### src/logic/gcw_defs.svh
// Word width, field positions, stored-bit mask and reset value of the configuration word
`ifndef GCW_DEFS_SVH
`define GCW_DEFS_SVH
`define GCW_WORD_W          16
`define GCW_BIT_DIR_IRQ_EN  10
`define GCW_BIT_SOFT_SHDN   9
`define GCW_BIT_CNT_CLR     8
`define GCW_BIT_IRQ_CLR     7
`define GCW_BIT_CNT_SEL     6
`define GCW_BIT_OFFS_MEAS   5
`define GCW_BIT_CMP_EN      4
`define GCW_BIT_DSW_HI      3
`define GCW_BIT_DSW_LO      2
`define GCW_BIT_CSW_HI      1
`define GCW_BIT_CSW_LO      0
`define GCW_STORED_MASK     16'h067F
`define GCW_RESET_VALUE     16'h0000
`endif

### src/logic/gcw_pkg.sv
// Types shared by the configuration word logic
package gcw_pkg;
  typedef logic [1:0] gcw_switch_ctl_type;
endpackage

### src/logic/gcw_pulse.sv
// One-cycle action pulse derived from a written bit
`include "gcw_defs.svh"
module gcw_pulse (
  // Clock and reset
  input  wire logic mclk,
  input  wire logic rst_n,
  // Request
  input  wire logic fire,
  // Pulse out
  output logic      pulse
);
  logic pulse_reg;
  logic pulse_next;

  always_comb begin
    pulse_next = fire;
  end

  always_ff @(posedge mclk or negedge rst_n) begin
    if (!rst_n) begin
      pulse_reg <= 1'b0;
    end else begin
      pulse_reg <= pulse_next;
    end
  end

  assign pulse = pulse_reg;

  // The pulse follows its request by one edge and never stretches on its own
  pulse_fire_a: assert property (@(posedge mclk) disable iff (!rst_n)
    fire |=> pulse) else $error("Action pulse missing after request");
  single_cycle_a: assert property (@(posedge mclk) disable iff (!rst_n)
    !fire |=> !pulse) else $error("Action pulse held without request");
endmodule // gcw_pulse

### src/logic/gcw_config_word.sv
// Configuration word register with its field decode and write actions
// What this block does
// - Bit 10 enables the direction-change interrupt; zero suppresses it.
// - Bit 9 one enters soft shutdown; zero returns to normal operation.
// - Writing one to bit 8 clears both coulomb counters.
// - Writing one to bit 7 clears the four latched status flags.
// - Bit 6 selects charge counter when one, discharge counter when zero.
// - Bit 5 shorts current-sense input to analog ground; zero reconnects it.
// - Bit 4 enables the digital compare function and its interrupt.
// - Bits 3 and 2 set the discharge switch driver state, bit 3 upper.
// - Bits 1 and 0 set the charge switch driver state, bit 1 upper.
// - Counter-select status indicator mirrors bit 6.
`include "gcw_defs.svh"
module gcw_config_word (
  // Clock and reset
  input  wire logic                      mclk,
  input  wire logic                      reset_n,
  // Configuration write from the serial slave
  input  wire logic                      config_write_cmd,
  input  wire logic [`GCW_WORD_W-1:0]    config_wdata,
  // Field outputs
  output logic                           dir_change_irq_en,
  output logic                           soft_shutdown_en,
  output logic                           counter_select,
  output logic                           offset_measure_en,
  output logic                           compare_en,
  output gcw_pkg::gcw_switch_ctl_type    dischg_switch_ctl,
  output gcw_pkg::gcw_switch_ctl_type    chg_switch_ctl,
  output logic                           counter_select_flag,
  // Action pulses
  output logic                           counters_clear,
  output logic                           irq_flags_clear
);
  ////////////////////////////////////////////////////////////////////////////
  // Reset release
  // Both stages clear at once on the pin; only the second stage feeds logic
  logic rst_meta_reg;
  logic rst_meta_next;
  logic rst_n_reg;
  logic rst_n_next;

  always_comb begin
    rst_meta_next = 1'b1;
    rst_n_next    = rst_meta_reg;
  end

  always_ff @(posedge mclk or negedge reset_n) begin
    if (!reset_n) begin
      rst_meta_reg <= 1'b0;
      rst_n_reg    <= 1'b0;
    end else begin
      rst_meta_reg <= rst_meta_next;
      rst_n_reg    <= rst_n_next;
    end
  end

  ////////////////////////////////////////////////////////////////////////////
  // Stored fields
  logic [`GCW_WORD_W-1:0] cfg_reg;
  logic [`GCW_WORD_W-1:0] cfg_next;

  // Upper unused bits and the two clear bits never reach the stored word
  function automatic logic [`GCW_WORD_W-1:0] keep_stored(input logic [`GCW_WORD_W-1:0] w);
    keep_stored = w & `GCW_STORED_MASK;
  endfunction

  // Two neighbouring control bits packed as one switch driver code, upper bit first
  function automatic gcw_pkg::gcw_switch_ctl_type field_pair(input logic [`GCW_WORD_W-1:0] w,
                                                             input int                    hi,
                                                             input int                    lo);
    field_pair = {w[hi], w[lo]};
  endfunction

  always_comb begin
    cfg_next = cfg_reg;
    if (config_write_cmd) begin
      cfg_next = keep_stored(config_wdata);
    end
  end

  always_ff @(posedge mclk or negedge rst_n_reg) begin
    if (!rst_n_reg) begin
      cfg_reg <= `GCW_RESET_VALUE;
    end else begin
      cfg_reg <= cfg_next;
    end
  end

  assign dir_change_irq_en   = cfg_reg[`GCW_BIT_DIR_IRQ_EN];
  assign soft_shutdown_en    = cfg_reg[`GCW_BIT_SOFT_SHDN];
  assign counter_select      = cfg_reg[`GCW_BIT_CNT_SEL];
  assign counter_select_flag = cfg_reg[`GCW_BIT_CNT_SEL];
  assign offset_measure_en   = cfg_reg[`GCW_BIT_OFFS_MEAS];
  assign compare_en          = cfg_reg[`GCW_BIT_CMP_EN];
  assign dischg_switch_ctl   = field_pair(cfg_reg, `GCW_BIT_DSW_HI, `GCW_BIT_DSW_LO);
  assign chg_switch_ctl      = field_pair(cfg_reg, `GCW_BIT_CSW_HI, `GCW_BIT_CSW_LO);

  ////////////////////////////////////////////////////////////////////////////
  // Write-triggered actions
  // Each write that carries a clear bit fires one pulse; back-to-back writes fire one each
  logic cnt_clr_fire;
  logic irq_clr_fire;

  always_comb begin
    cnt_clr_fire = config_write_cmd & config_wdata[`GCW_BIT_CNT_CLR];
    irq_clr_fire = config_write_cmd & config_wdata[`GCW_BIT_IRQ_CLR];
  end

  gcw_pulse u_cnt_clr (
    .mclk  (mclk),
    .rst_n (rst_n_reg),
    .fire  (cnt_clr_fire),
    .pulse (counters_clear)
  );

  gcw_pulse u_irq_clr (
    .mclk  (mclk),
    .rst_n (rst_n_reg),
    .fire  (irq_clr_fire),
    .pulse (irq_flags_clear)
  );

  ////////////////////////////////////////////////////////////////////////////
  // Assertions
  dir_irq_en_a: assert property (@(posedge mclk) disable iff (!rst_n_reg)
    config_write_cmd |=> dir_change_irq_en == $past(config_wdata[`GCW_BIT_DIR_IRQ_EN]))
    else $error("Direction irq enable wrong");

  dir_hold_a: assert property (@(posedge mclk) disable iff (!rst_n_reg)
    !config_write_cmd |=> $stable(dir_change_irq_en))
    else $error("Direction irq enable changed without write");

  soft_shdn_a: assert property (@(posedge mclk) disable iff (!rst_n_reg)
    config_write_cmd |=> soft_shutdown_en == $past(config_wdata[`GCW_BIT_SOFT_SHDN]))
    else $error("Soft shutdown wrong");

  shdn_hold_a: assert property (@(posedge mclk) disable iff (!rst_n_reg)
    !config_write_cmd |=> $stable(soft_shutdown_en))
    else $error("Soft shutdown changed without write");

  cnt_clear_a: assert property (@(posedge mclk) disable iff (!rst_n_reg)
    cnt_clr_fire |=> counters_clear)
    else $error("Counter clear missing");

  cnt_clr_idle_a: assert property (@(posedge mclk) disable iff (!rst_n_reg)
    !cnt_clr_fire |=> !counters_clear)
    else $error("Counter clear held without write");

  irq_clear_a: assert property (@(posedge mclk) disable iff (!rst_n_reg)
    $rose(irq_flags_clear) |-> $past(irq_clr_fire))
    else $error("Spurious irq clear");

  irq_clr_set_a: assert property (@(posedge mclk) disable iff (!rst_n_reg)
    irq_clr_fire |=> irq_flags_clear)
    else $error("Irq clear missing");

  irq_clr_idle_a: assert property (@(posedge mclk) disable iff (!rst_n_reg)
    !irq_clr_fire |=> !irq_flags_clear)
    else $error("Irq clear held without write");

  cnt_sel_a: assert property (@(posedge mclk) disable iff (!rst_n_reg)
    config_write_cmd |=> counter_select == $past(config_wdata[`GCW_BIT_CNT_SEL]))
    else $error("Counter select wrong");

  offs_meas_a: assert property (@(posedge mclk) disable iff (!rst_n_reg)
    !config_write_cmd |=> $stable(offset_measure_en))
    else $error("Offset mode changed without write");

  offs_set_a: assert property (@(posedge mclk) disable iff (!rst_n_reg)
    config_write_cmd |=> offset_measure_en == $past(config_wdata[`GCW_BIT_OFFS_MEAS]))
    else $error("Offset mode wrong");

  cmp_en_a: assert property (@(posedge mclk) disable iff (!rst_n_reg)
    config_write_cmd |=> compare_en == $past(config_wdata[`GCW_BIT_CMP_EN]))
    else $error("Compare enable wrong");

  fields_hold_a: assert property (@(posedge mclk) disable iff (!rst_n_reg)
    !config_write_cmd |=> $stable(cfg_reg))
    else $error("Stored word changed without write");

  dsw_ctl_a: assert property (@(posedge mclk) disable iff (!rst_n_reg)
    config_write_cmd |=> dischg_switch_ctl == $past(config_wdata[3:2]))
    else $error("Discharge switch ctl wrong");

  csw_ctl_a: assert property (@(posedge mclk) disable iff (!rst_n_reg)
    config_write_cmd |=> chg_switch_ctl == $past(config_wdata[1:0]))
    else $error("Charge switch ctl wrong");

  switch_hold_a: assert property (@(posedge mclk) disable iff (!rst_n_reg)
    !config_write_cmd |=> ($stable(dischg_switch_ctl) && $stable(chg_switch_ctl)))
    else $error("Switch ctl changed without write");

  sel_flag_a: assert property (@(posedge mclk) disable iff (!rst_n_reg)
    config_write_cmd |=> counter_select_flag == $past(config_wdata[`GCW_BIT_CNT_SEL]))
    else $error("Select flag does not follow write");

  sel_flag_hold_a: assert property (@(posedge mclk) disable iff (!rst_n_reg)
    !config_write_cmd |=> $stable(counter_select_flag))
    else $error("Select flag changed without write");

  unused_hi_a: assert property (@(posedge mclk) disable iff (!rst_n_reg)
    (config_write_cmd && config_wdata[10:0] == cfg_reg[10:0]) |=> $stable(cfg_reg))
    else $error("Unused bits had effect");

  unused_zero_a: assert property (@(posedge mclk) disable iff (!rst_n_reg)
    (cfg_reg & ~`GCW_STORED_MASK) == 16'h0000)
    else $error("Unused or clear bit stored");

  pulse_once_a: assert property (@(posedge mclk) disable iff (!rst_n_reg)
    counters_clear |-> $past(cnt_clr_fire))
    else $error("Clear pulse without write");

  reset_state_a: assert property (@(posedge mclk)
    $rose(rst_n_reg) |-> (cfg_reg == `GCW_RESET_VALUE && !counters_clear && !irq_flags_clear))
    else $error("State not cleared at reset release");

  // Main scenarios: offset entry, shutdown entry, both clears, charge select, clear burst
  offs_cycle_c: cover property (@(posedge mclk) disable iff (!rst_n_reg)
    offset_measure_en && chg_switch_ctl == 2'h2 && dischg_switch_ctl == 2'h2);
  shdn_c: cover property (@(posedge mclk) disable iff (!rst_n_reg)
    $rose(soft_shutdown_en));
  clr_both_c: cover property (@(posedge mclk) disable iff (!rst_n_reg)
    counters_clear && irq_flags_clear);
  sel_chg_c: cover property (@(posedge mclk) disable iff (!rst_n_reg)
    $rose(counter_select_flag));
  clr_burst_c: cover property (@(posedge mclk) disable iff (!rst_n_reg)
    counters_clear ##1 counters_clear);
endmodule // gcw_config_word

### config.mk
export PLATFORM = sky130hd
export DESIGN_NAME = gcw_config_word
export DESIGN_NICKNAME = d
export VERILOG_FILES = /design/src/logic/gcw_pkg.sv /design/src/logic/gcw_pulse.sv /design/src/logic/gcw_config_word.sv
export VERILOG_INCLUDE_DIRS = /design/src /design/src/logic
export SDC_FILE = /design/constraint.sdc
export NUM_CORES = 1
export LEC_CHECK = 0
export BUFFER_PORTS_ARGS = -buffer_cell sky130_fd_sc_hd__buf_2
export CAP_MARGIN = 20
export CORE_AREA = 3 3 40 42
export CTS_BUF_LIST = sky130_fd_sc_hd__clkbuf_4
export DETAILED_ROUTE_END_ITERATION = 8
export DIE_AREA = 0 0 43 45
export GPL_ROUTABILITY_DRIVEN = 0
export HOLD_SLACK_MARGIN = 0.02
export PLACE_DENSITY = 0.71
export SYNTH_ARGS = -nofsm -noshare
export SYNTH_HDL_FRONTEND = slang
export SYNTH_SLANG_ARGS = --single-unit
### constraint.sdc
create_clock -name mclk -period 0.8 [get_ports mclk]
set_input_delay 0.04 -clock mclk [delete_from_list [all_inputs] [get_ports mclk]]
set_output_delay 0.04 -clock mclk [all_outputs]
set_load 0.02 [all_outputs]
==> results.json <==
{
  "status": "finished, violations left",
  "violations": "negative setup slack",
  "die_w_microns": 43,
  "grt_max_degree": 12,
  "yosysTopAreaCellShare": 0.658,
  "placed_area_sq_um": 671,
  "end_kind": "primary output",
  "antenna_cells": 0,
  "synth_cell_types": 7,
  "synth_area_leaders": "dfrtp_1, mux2_4, and2_2",
  "avgSynthCellArea_sq_um": 18.3,
  "yosysTopAreaCell": "dfrtp_1",
  "hold_viol": 0,
  "antenna_found_initial": 0,
  "fill_cells": 91,
  "cp.depth": 1,
  "crit_end": "counter_select",
  "cts_buffers": 3,
  "criticalPathCategory": "reg -> out",
  "dr.pass1.iters": 2,
  "worstPathMaxFanout": 3,
  "drt-total-wl_mm": 1.07,
  "finalWorstSetupSlack_ns": -0.0710,
  "final_nets": 87,
  "first_global_vias": 428,
  "final.setup.tns_ns": -0.595,
  "p_leak_nw": 0.441,
  "grt_use_total": 0.130,
  "setup_viol": 14,
  "intPower_mw": 1.20,
  "clock_sinks": 13,
  "reg2reg_slack_ns": -0.01,
  "overflow": 0,
  "start_util": 0.385,
  "grt_pass1_wl_mm": 1.79,
  "die_h_microns": 45,
  "clock_skew_ns": 0.00250,
  "die_area_sq_um": 1940,
  "crit_path_start_kind": "flip-flop",
  "synth_top_family_by_area": "multiplexers",
  "crit_family": "flip-flops",
  "ys_seq_area_frac": 0.658,
  "core_sq_um": 1280,
  "dpl.hpwl_microns": 657,
  "layout_commonest_cell": "buf_2",
  "crit_start": "cfg_reg[6]",
  "crit_path_max_incr_delay_ns": 0.43,
  "pin_count": 31,
  "powerDensity_nw_per_um2": 1780,
  "cap_violations": 0,
  "grt_setup_unrepaired": "true",
  "final_antenna_net_count": 0,
  "synth.area.mux_share": 0.266,
  "critPathBufInv": 1,
  "peakVddDrop_uv": 1090,
  "drt_iter0_drc": 2,
  "synth-xor-area-share": 0,
  "clock_power_share": 0.268,
  "yosys_warnings": 0,
  "core.rowCount": 13,
  "fmaxAchievable_ghz": 1.15,
  "p_seq_frac": 0.487,
  "critPathSlowestCell": "dfrtp_2",
  "fin_crit_sh": 1.09,
  "vias_per_cell": 4.29,
  "min_period_ns": 0.871,
  "root_buffer": "clkbuf_4",
  "place.port_buffers": 25,
  "arrival_ns": 0.83,
  "power_switching_uw": 386,
  "hold_class": "in -> reg",
  "cp_cell_sequence": "buf_6",
  "clockBufferDepth": 2,
  "pre_cts_ws_ns": 0.0247,
  "synth_nets": 46,
  "syn_to_final_growth_pct": 79.7,
  "maxSlewViolCount": 0,
  "power_switching_share": 0.244,
  "cts_tree": "built",
  "clk_pin_slew_ns": 0.08,
  "synth_seq_cells": 13,
  "cp.required_ns": 0.76,
  "clk_latency_ns": 0.27,
  "syn-instance-count": 27,
  "r2r-end": "cfg_reg[5]",
  "combPwrFrac": 0.245,
  "num_vias": 352,
  "synth_fa_ha_area_frac": 0,
  "largest_reg_flops": 9,
  "synth_area_sq_um": 494,
  "routedWlPerCell_microns": 13.1,
  "synthSimpleGateAreaFrac": 0.0304,
  "final_cell_mix": "buf_2, buf_6, dlygate4sd3_1, dfrtp_2, mux2_4",
  "drive_gt1_frac": 0.761,
  "synth_compound_gate_area_share": 0,
  "r2r-start": "cfg_reg[5]",
  "reg2reg_depth": 1,
  "drc": 0,
  "fin_area_sq_um": 888,
  "htreeDepth": 1
}
cells by family (layout without fill, tap and decap cells):
| logic type | after synthesis | in the layout |
|---|---|---|
| buf+inv | 2 | 42 |
| flops | 13 | 13 |
| mux | 9 | 9 |
| other cells | 1 | 1 |
| simple gates | 2 | 2 |
cell type report:
| cell class | instances | area [sq um] | area share |
|---|---|---|---|
| Timing Repair Buffer | 38 | 353 | 0.397 |
| Clock buffer | 4 | 30.0 | 0.0338 |
| Sequential cell | 13 | 337 | 0.379 |
| Tap cell | 15 | 18.8 | 0.0211 |
| Multi-Input combinational cell | 12 | 150 | 0.169 |
through the flow:
stage / utilization / hold slack, ns / power, mW / cells
global route: 0.691 / 0.0306 / 1.65 / 82
detailed placement: 0.522 / -0.171 / 1.05 / 67
finish: 0.691 / 0.0335 / 1.58 / 82
CTS: 0.689 / 0.0352 / 1.60 / 82
floorplan: - / -0.256 / 0.937 / 27
global placement: 0.522 / -0.173 / 1.04 / 67
repair_timing:
action | in CTS | in global routing
buffers inserted | 0 | 0
hold endpoints to repair | 12 | 0
gates resized for setup | 24 | 1
endpoints found under the setup margin | 13 | 20
hold buffers | 11 | 0
power by group through the flow:
stage	clock, mW	sequential (mW)	combinational [mW]
final	0.424	0.770	0.387
after global placement	0	0.766	0.276
after CTS	0.443	0.772	0.389
after detailed placement	0	0.768	0.280
after floorplan	0	0.833	0.104
after global routing	0.464	0.781	0.409
layer usage:
layer / wire length, microns / vias to the layer above / global-route usage
li1: - / 166 / -
met1: 383 / 170 / 0.134
met2: 609 / 16 / 0.257
met3: 78 / 0 / 0.0239
met4: 0 / 0 / 0.0542
met5: 0 / - / 0
cell usage after synthesis:
cell,n
and2_2,2
buf_4,1
buf_6,1
conb_1,1
dfrtp_1,13
mux2_2,1
mux2_4,8
worst min path at each step:
stage,from,end,cells past startpoint
floorplan,reset_n,rst_meta_reg,0
global placement,reset_n,rst_meta_reg,1
detailed placement,reset_n,rst_meta_reg,1
CTS,config_wdata[5],cfg_reg[5],2
global route,config_wdata[5],cfg_reg[5],2
finish,config_wdata[5],cfg_reg[5],2
(Power assumes the default switching activity.)
